===== src/logic/mod_src_pkg.sv =====
/*
 Constants for the modulation source selector: register offsets, field
 positions, reset values and source codes. Assumes a 32-bit AHB-Lite bus.
*/
package mod_src_pkg;
    localparam logic [7:0] ctrl_off = 8'h00;  // modulator_control
    localparam logic [7:0] src_off = 8'h04;   // modulation_source_control
    localparam logic [7:0] stat_off = 8'h08;  // source status
    localparam int en_bit = 7;
    localparam int out_bit = 3;
    localparam int swbit_bit = 0;
    localparam int odis_bit = 7;
    localparam int sel_lsb = 0;
    localparam logic [7:0] ctrl_rst = 8'h20;
    localparam logic [7:0] ctrl_wmask = 8'hf1;
    localparam logic [7:0] src_rst = 8'h00;
    localparam logic [7:0] src_wmask = 8'h8f;
    localparam logic [3:0] code_sw = 4'h0;
    localparam logic [3:0] code_pin = 4'h1;
    localparam logic [3:0] code_cc_first = 4'h2;
    localparam logic [3:0] code_cc_two = 4'h3;
    localparam logic [3:0] code_cc_three = 4'h4;
    localparam logic [3:0] code_cc_last = 4'h5;
    localparam logic [3:0] code_cmp1 = 4'h6;
    localparam logic [3:0] code_cmp2 = 4'h7;
    localparam logic [3:0] code_ssp1 = 4'h8;
    localparam logic [3:0] code_ssp2 = 4'h9;
    localparam logic [3:0] code_uart = 4'ha;
    localparam logic [1:0] htrans_nonseq = 2'h2;
endpackage : mod_src_pkg


===== src/logic/modulation_source_select.sv =====
/*
 Modulation source selector with AHB-Lite register slave.
 Assumes peripheral signals are synchronous to hclk; the external pin is
 synchronised here.
*/
// The implementer's own choices: the register offsets and the AHB-Lite register port.
`timescale 1ns/100ps

module modulation_source_select (
    input wire logic hclk,
    input wire logic hresetn,
    input wire logic hsel,
    input wire logic [31:0] haddr,
    input wire logic [1:0] htrans,
    input wire logic hwrite,
    input wire logic [2:0] hsize,
    input wire logic [31:0] hwdata,
    input wire logic hready,
    output logic [31:0] hrdata,
    output logic hreadyout,
    output logic hresp,
    input wire logic mod_in_pin,
    input wire logic [3:0] ccp_out,
    input wire logic [3:0] ccp_pwm_mode,
    input wire logic [1:0] cmp_out,
    input wire logic [1:0] serial_data_out,
    input wire logic async_tx_out,
    output logic modulation_signal,
    output logic modulator_enable,
    output logic [9:0] source_pin_release
);
    // register state
    logic [7:0] ctrl_r;
    logic [7:0] ctrl_nxt;
    logic [7:0] src_r;
    logic [7:0] src_nxt;

    // bus pipeline state
    logic [7:0] addr_r;
    logic wr_r;
    logic sel_r;

    // source path state
    logic pin_s1_r;
    logic pin_s2_r;
    logic mod_r;
    logic mod_gated_nxt;
    logic out_status_r;

    // decoded values
    logic [7:0] rd_nxt;
    logic [3:0] code;
    logic mod_nxt;
    logic take;
    logic enable;
    logic sw_bit;
    logic drive_disable;
    logic hit_ctrl;
    logic hit_src;
    logic hit_stat;
    logic wr_ctrl;
    logic wr_src;
    logic [1:0] cc_index;
    logic cc_selected;
    logic [9:0] release_vec;

    // one release bit per routable source, none for software or reserved codes
    function automatic logic [9:0] onehot_src(input logic [3:0] c);
        logic [9:0] v;
        v = 10'h000;
        if (c >= mod_src_pkg::code_pin && c <= mod_src_pkg::code_uart) begin
            v[c - mod_src_pkg::code_pin] = 1'b1;
        end
        return v;
    endfunction : onehot_src

    // register hit on the latched low address byte
    function automatic logic addr_hit(input logic [7:0] a, input logic [7:0] off);
        return a == off;
    endfunction : addr_hit

    // capture/compare unit number from a source code
    function automatic logic [1:0] cc_slot(input logic [3:0] c);
        logic [3:0] d;
        d = c - mod_src_pkg::code_cc_first;
        return d[1:0];
    endfunction : cc_slot

    // bus decode
    assign take = hsel && hready && htrans == mod_src_pkg::htrans_nonseq;
    assign hit_ctrl = addr_hit(addr_r, mod_src_pkg::ctrl_off);
    assign hit_src = addr_hit(addr_r, mod_src_pkg::src_off);
    assign hit_stat = addr_hit(addr_r, mod_src_pkg::stat_off);
    assign wr_ctrl = wr_r && hit_ctrl;
    assign wr_src = wr_r && hit_src;

    // register fields
    assign code = src_r[mod_src_pkg::sel_lsb +: 4];
    assign enable = ctrl_r[mod_src_pkg::en_bit];
    assign sw_bit = ctrl_r[mod_src_pkg::swbit_bit];
    assign drive_disable = src_r[mod_src_pkg::odis_bit];

    // capture/compare output counts only in pwm mode
    assign cc_index = cc_slot(code);
    assign cc_selected = ccp_out[cc_index] & ccp_pwm_mode[cc_index];

    always_comb begin
        case (code)
            mod_src_pkg::code_sw: mod_nxt = sw_bit;
            mod_src_pkg::code_pin: mod_nxt = pin_s2_r;
            mod_src_pkg::code_cc_first: mod_nxt = cc_selected;
            mod_src_pkg::code_cc_two: mod_nxt = cc_selected;
            mod_src_pkg::code_cc_three: mod_nxt = cc_selected;
            mod_src_pkg::code_cc_last: mod_nxt = cc_selected;
            mod_src_pkg::code_cmp1: mod_nxt = cmp_out[0];
            mod_src_pkg::code_cmp2: mod_nxt = cmp_out[1];
            mod_src_pkg::code_ssp1: mod_nxt = serial_data_out[0];
            mod_src_pkg::code_ssp2: mod_nxt = serial_data_out[1];
            mod_src_pkg::code_uart: mod_nxt = async_tx_out;
            default: mod_nxt = 1'b0;
        endcase
    end

    // disabled modulator holds its output low
    assign mod_gated_nxt = mod_nxt & enable;

    // two-flop synchroniser for the external modulation pin
    always_ff @(posedge hclk or negedge hresetn) begin
        if (!hresetn) begin
            pin_s1_r <= 1'b0;
            pin_s2_r <= 1'b0;
        end else begin
            pin_s1_r <= mod_in_pin;
            pin_s2_r <= pin_s1_r;
        end
    end

    always_ff @(posedge hclk or negedge hresetn) begin
        if (!hresetn) begin
            mod_r <= 1'b0;
        end else begin
            mod_r <= mod_gated_nxt;
        end
    end

    // status copy lags the live signal by one cycle
    always_ff @(posedge hclk or negedge hresetn) begin
        if (!hresetn) begin
            out_status_r <= 1'b0;
        end else begin
            out_status_r <= mod_r;
        end
    end

    // address phase captured for the following data phase
    always_ff @(posedge hclk or negedge hresetn) begin
        if (!hresetn) begin
            sel_r <= 1'b0;
        end else begin
            sel_r <= take;
        end
    end

    always_ff @(posedge hclk or negedge hresetn) begin
        if (!hresetn) begin
            wr_r <= 1'b0;
        end else begin
            wr_r <= take && hwrite;
        end
    end

    always_ff @(posedge hclk or negedge hresetn) begin
        if (!hresetn) begin
            addr_r <= 8'h00;
        end else if (take) begin
            addr_r <= haddr[7:0];
        end
    end

    // write data arrives in the data phase
    assign ctrl_nxt = wr_ctrl ? (hwdata[7:0] & mod_src_pkg::ctrl_wmask) : ctrl_r;
    assign src_nxt = wr_src ? (hwdata[7:0] & mod_src_pkg::src_wmask) : src_r;

    always_ff @(posedge hclk or negedge hresetn) begin
        if (!hresetn) begin
            ctrl_r <= mod_src_pkg::ctrl_rst;
        end else begin
            ctrl_r <= ctrl_nxt;
        end
    end

    always_ff @(posedge hclk or negedge hresetn) begin
        if (!hresetn) begin
            src_r <= mod_src_pkg::src_rst;
        end else begin
            src_r <= src_nxt;
        end
    end

    // read mux, unmapped offsets read zero
    always_comb begin
        rd_nxt = 8'h00;
        if (hit_ctrl) begin
            rd_nxt = ctrl_r;
            rd_nxt[mod_src_pkg::out_bit] = out_status_r;
        end else if (hit_src) begin
            rd_nxt = src_r;
        end else if (hit_stat) begin
            rd_nxt = {7'h00, mod_r};
        end
    end

    assign hrdata = (sel_r && !wr_r) ? {24'h000000, rd_nxt} : 32'h00000000;
    assign hreadyout = 1'b1;
    assign hresp = 1'b0;

    // selected unit keeps feeding the modulator while its pin is released
    assign release_vec = onehot_src(code);
    assign source_pin_release = drive_disable ? release_vec : 10'h000;

    assign modulation_signal = mod_r;
    assign modulator_enable = enable;
endmodule : modulation_source_select


===== config.mk =====
export PLATFORM = sky130hd
export DESIGN_NAME = modulation_source_select
export DESIGN_NICKNAME = d
export VERILOG_FILES = /design/src/logic/mod_src_pkg.sv /design/src/logic/modulation_source_select.sv
export SDC_FILE = /design/constraint.sdc
export NUM_CORES = 1
export LEC_CHECK = 0
export ABC_AREA = 1
export BUFFER_PORTS_ARGS = -buffer_cell sky130_fd_sc_hd__clkbuf_2
export CAP_MARGIN = 5
export CELL_PAD_IN_SITES_DETAIL_PLACEMENT = 0
export CELL_PAD_IN_SITES_GLOBAL_PLACEMENT = 1
export CORE_MARGIN = 8
export CORE_UTILIZATION = 26
export CTS_CLUSTER_DIAMETER = 150
export DETAILED_ROUTE_END_ITERATION = 16
export GPL_ROUTABILITY_DRIVEN = 0
export GPL_TIMING_DRIVEN = 0
export PLACE_DENSITY_LB_ADDON = 0.1
export SLEW_MARGIN = 40
export SYNTH_ARGS = -nofsm -noshare
export SYNTH_HDL_FRONTEND = slang
export SYNTH_SLANG_ARGS = --single-unit

===== constraint.sdc =====
create_clock -name hclk -period 3.4 [get_ports hclk]
set_clock_uncertainty 0.15 [all_clocks]
set_input_delay 0.34 -clock hclk [delete_from_list [all_inputs] [get_ports hclk]]
set_output_delay 0.34 -clock hclk [all_outputs]
set_load 0.005 [all_outputs]

After elaboration in Yosys (flattened, before gate mapping) --
Index checks and enable logic that the tools add are counted.
Operators by class: magnitude comparators 5, equal/unequal tests 13, reduce and logical (&&, ||, !) cells 12, add/subtract/negate cells 2, multiplexer cells 13, bitwise logic cells 2
Operator list (number):
- 2-to-1 mux 8 bit | 3
- 2-to-1 mux 10 bit | 2
- == test 4 x 3 -> 1 bit (second input constant) | 4
- == test 4 bit (second input constant) | 3
- == test 4 x 2 -> 1 bit (second input constant) | 2
- == test 8 x 3 -> 1 bit (second input constant) | 1
- == test 8 x 4 -> 1 bit (second input constant) | 1
- greater-or-equal comparator 4 x 1 -> 1 bit (second input constant) | 2
- logical AND 1 bit | 8
- zero test 8 bit | 1
- one-hot mux 1 bit (8 select lines) | 1
- < comparator 4 x 5 -> 1 bit (second input constant) | 1
- binary-select mux 1 bit (select 2 bit) | 2
- demux 1 bit (select 4 bit) | 1
- == test 4 x 1 -> 1 bit (second input constant) | 1
- less-or-equal comparator 4 bit (second input constant) | 1
- zero test 4 bit | 1
- 2-to-1 mux 1 bit | 4
- OR reduction 4 bit | 1
- subtractor 4 x 1 -> 4 bit (second input constant) | 1
- < comparator 2 x 3 -> 1 bit (second input constant) | 1
- AND 1 bit | 2
- == test 2 bit (second input constant) | 1
- subtractor 2 bit (second input constant) | 1
- zero test 1 bit | 1
Storage, ports and cells: register bits 24, input port bits 88

Depth between registers and ports, before layout --
depth after elaboration 7, gate-level depth with buffers 7, mapped depth without buffers 7

Worst setup path after synthesis --
No wires, ideal clock.
path type register to output, start point register addr_r[1], end point output hrdata[7], arrival 1.031 ns, stages on the path, launching flop included 7, path slack 1.879 ns, path buffers 1, required time 2.910 ns, cells stage by stage dfrtp_1 -> nor2_4 -> nand2_2 -> nor2_4 -> buf_6 -> nand2_2 -> a21oi_2
On the way: cells in the longest elaborated chain, start to end 4, elaborated cells on any way between the ends 5
RTL lines:
- start: declaration | RTL line modulation_source_select.sv:39 | logic [7:0] addr_r;
- start signal: assignment | RTL line modulation_source_select.sv:176 | addr_r <= haddr[7:0];
- == test 8 x 3 -> 1 bit | RTL line modulation_source_select.sv:79 | return a == off;
- 2-to-1 mux 8 bit | RTL line modulation_source_select.sv:206 | end else if (hit_src) begin
- 2-to-1 mux 8 bit * | RTL line modulation_source_select.sv:203 | if (hit_ctrl) begin
- 2-to-1 mux 8 bit * | RTL line modulation_source_select.sv:213 | assign hrdata = (sel_r && !wr_r) ? {24'h000000, rd_nxt} : 32'h00000000;
- end: declaration | RTL line modulation_source_select.sv:19 | output logic [31:0] hrdata,
Mark *: on every way between the ends. The rest lies on a longest branch, timed or not.

Worst setup path after layout --
start point register addr_r[1], end point output hrdata[2]
The elaborated chain is that of the path after synthesis.

==> summary.txt <==
Die
  – Die Ht: between 90 and 100 µm
  – Die area: 0.00864 mm²
  – Core Footprint: slightly below 0.006 mm²
  – Initial Util: roughly a quarter
  – Rows: 28
  – I/O pin count: roughly 130
  – Die Wd: roughly 93 µm

Power
  – Overall Power: around 0.0008 W
  – IR drop worst, VDD: between 0.15 and 0.2 mV
  – Power Density: between 300 and 400 mW/mm²
  – Leakage: between 1 and 1.5 nW

Drt
  – Drt first pass iters: 4
  – DR vias: 1421
  – Post-DRT Antenna Nets: 0
  – Avg WL per Cell: 10.8 µm
  – DRC Markers: 0
  – Vias per inst: 3.83
  – Total Wirelength: 4010 µm
  – Initial DRC count: 32

STA
  – Max Slew Vio Count: 0
  – Setup Viol. Count Final: 0
  – Tcrit/Tclk final: roughly three fifths
  – Fmax: 0.501 GHz
  – Worst slew margin: 59.3%
  – Tmin final: between 1500 and 2000 ps
  – Setup TNS: 0 ps
  – Worst-margin pin slew: 610 ps
  – Final Hold Viols: 0
  – RSZ-0062 raised after global routing: no

Synth
  – Mapped Area: between 0.0015 and 0.002 mm²
  – Synth Area in Compound Gates: between 5 and 6%
  – Mux cell area share after synthesis: 0%
  – Share of the synthesized area in the top cell type: 37.4%
  – Count of different cell masters after synthesis: 22
  – Seq/Total Area, Yosys: about 40%
  – #FFs+latches synth: 24
  – Synth Area in Adders: 0%
  – Post-synthesis xor/xnor area fraction: 0%
  – Yosys synthesis warning count: 0
  – Syn Inst Count: 211
  – Simple-Gate Fraction of Synth Area: between 30 and 40%
  – Post-Syn Area per Cell: 7.29 µm²
  – Largest family of logic cells by synthesized area: simple AND/OR/NAND/NOR gates
  – Area leader, netlist: dfrtp_1
  – Main area contributors after synthesis: dfrtp_1 37%, nand2_1 18%, buf_4 13%

Clock tree
  – Sinks on Clock Net: 24
  – Htree depth: 1
  – Clk slew on worst S/H paths: 80 ps
  – CTS tree: built
  – Post-CTS setup buffers: 0
  – Clk_lat worst skew: 260 ps
  – Clock Path Buffers: 2
  – CTS Buf Count: 3
  – Clock root buffer: clkbuf_8

Critical path
  – Required @ worst endpoint: a little under 3000 ps
  – Critical-path cell list: nor2_4, nand3_2, nor2_4, nand2_1, nor3_1, clkbuf_2
  – Crit-path max FO: 5
  – Crit path to: hrdata[2]
  – CP Launch Point: addr_r[1]
  – RR Endpoint: modulation_signal
  – Slowest Stage Delay on Critical Path: around 430 ps
  – Crit-path slowest cell: dfrtp_1
  – Crit Path Category: reg -> out
  – Most common cell on crit path: nor2_4
  – Worst reg2reg setup slack: 2000 ps
  – Worst Setup Start Kind: register
  – Worst R2R Start: src_r[1]
  – Worst setup EP type: output port
  – R2r worst-path depth: 7
  – Arr. time, crit path: between 1500 and 2000 ps

Finish
  – Final Core Density: around 36%
  – Design area: around 0.0021 mm²
  – Layout cells sized above 1: a little over a third
  – Commonest non-fill, non-tap cell in the layout: nand2_1
  – Fillers: ~680
  – Total Nets Final: 385
  – Antenna diodes: 0
  – Most frequent cells in the layout: 74 x nand2_1, 56 x clkbuf_2, 26 x buf_4, 26 x conb_1, 23 x dfrtp_1
  – Area Growth Syn to Fin: 35.4%
  – Final Non-Filler Cells: between 300 and 400

GRT
  – First-pass GRT wire length: between 6000 and 7000 µm
  – Tot GR Track Use: a little under a tenth
  – Antenna violations before repair: 0
  – Remaining Overflow, GRT: 0
  – Largest net degree at the start of global routing: 25
  – Vias in the first global route: between 1000 and 1500

Place
  – Post-DP HPWL: around 3400 µm
  – Post-DP Area: about 0.0020 mm²
  – IO buf count: 56
  – Placed Cells incl. Taps: approximately 370

Min path
  – Worst hold path class: in -> reg

Outcome
  – Outcome: complete, no violations

Flow run
  – # Max-Cap Violations: 0
## power breakdown
part           switching [W]  internal (W)  total [W]  leakage [nW]
logic              0.0000974     0.0000846   0.000182         0.906
registers          0.0000349      0.000324   0.000359         0.278
clock network      0.0000927      0.000157   0.000250        0.0357
## how the worst min path moves through the flow
stage                    start  depth (start not counted)         to  slack [ps]
global placement      pin_s1_r                          0   pin_s2_r         190
detailed placement    pin_s1_r                          0   pin_s2_r         190
finish              mod_in_pin                          1   pin_s1_r          30
CTS                 mod_in_pin                          1   pin_s1_r          20
global route        mod_in_pin                          1   pin_s1_r          10
floorplan              hresetn                          0  addr_r[0]        -110
## cells by family after synthesis
family | Yosys count
AOI/OAI and AO/OA | 14
buffers and inverters | 47
DFF | 24
other | 2
and+or+nand+nor | 124
## Yosys cell counts
library cell / number
nand3_2: 1
nand2_4: 2
nor2_4: 5
nor2_1: 20
conb_1: 2
dfrtp_1: 23
a21oi_2: 2
o2111ai_1: 1
nand2_2: 4
nor3_1: 8
o21ai_1: 5
buf_6: 2
and3_1: 1
inv_1: 16
buf_2: 1
o21ai_0: 1
dfstp_2: 1
buf_4: 26
nand3_1: 9
inv_2: 2
a21oi_1: 5
nand2_1: 74
## per-layer routing
| metal | vias up | GRT usage, % | share of wire [%] |
|---|---|---|---|
| met1 | 604 | 11.3 | 43 |
| li1 | 768 | - | - |
| met2 | 47 | 16.1 | 49 |
| met5 | - | 0 | 0 |
| met3 | 2 | 2.99 | 7.9 |
| met4 | 0 | 2.82 | 0.47 |
## what timing repair did
action	4_1_cts	5_1_grt
resized for setup	0	0
hold buffers	1	0
endpoints found under the hold margin	23	0
## worst max-delay path: cells and delay by family, from the launching register on
family	cells	cell delay, ps
AND/OR/NAND/NOR	5	670
buffers and inverters	1	150
flip-flops	1	430
## state kept, by name (all words and copies together) (netlist names)
signal	count
addr_r	8
ctrl_r	5
src_r	5
modulation_signal	1
out_status_r	1
pin_s1_r	1
pin_s2_r	1
sel_r	1
wr_r	1
## layout make-up
cell class / count / area (µm²) / share of cell area [%]
Multi-Input combinational cell: 164 / 737 / 35.4
Sequential cell: 24 / 602 / 28.9
Timing Repair Buffer: 57 / 290 / 13.9
Buffer: 29 / 223 / 10.7
Tap cell: 75 / 93.8 / 4.50
Inverter: 18 / 67.6 / 3.24
Clock buffer: 3 / 41.3 / 1.98
Clock inverter: 1 / 30.0 / 1.44
## per-stage QoR
stage	hold WS [ps]	setup WS (ps)
3_3_place_gp	189	1660
5_1_grt	13.8	1250
4_1_cts	18.6	1360
2_1_floorplan	-106	1880
3_5_place_dp	189	1670
6_report	27.6	1400
Note: power is estimated with default switching activity, not from simulation.
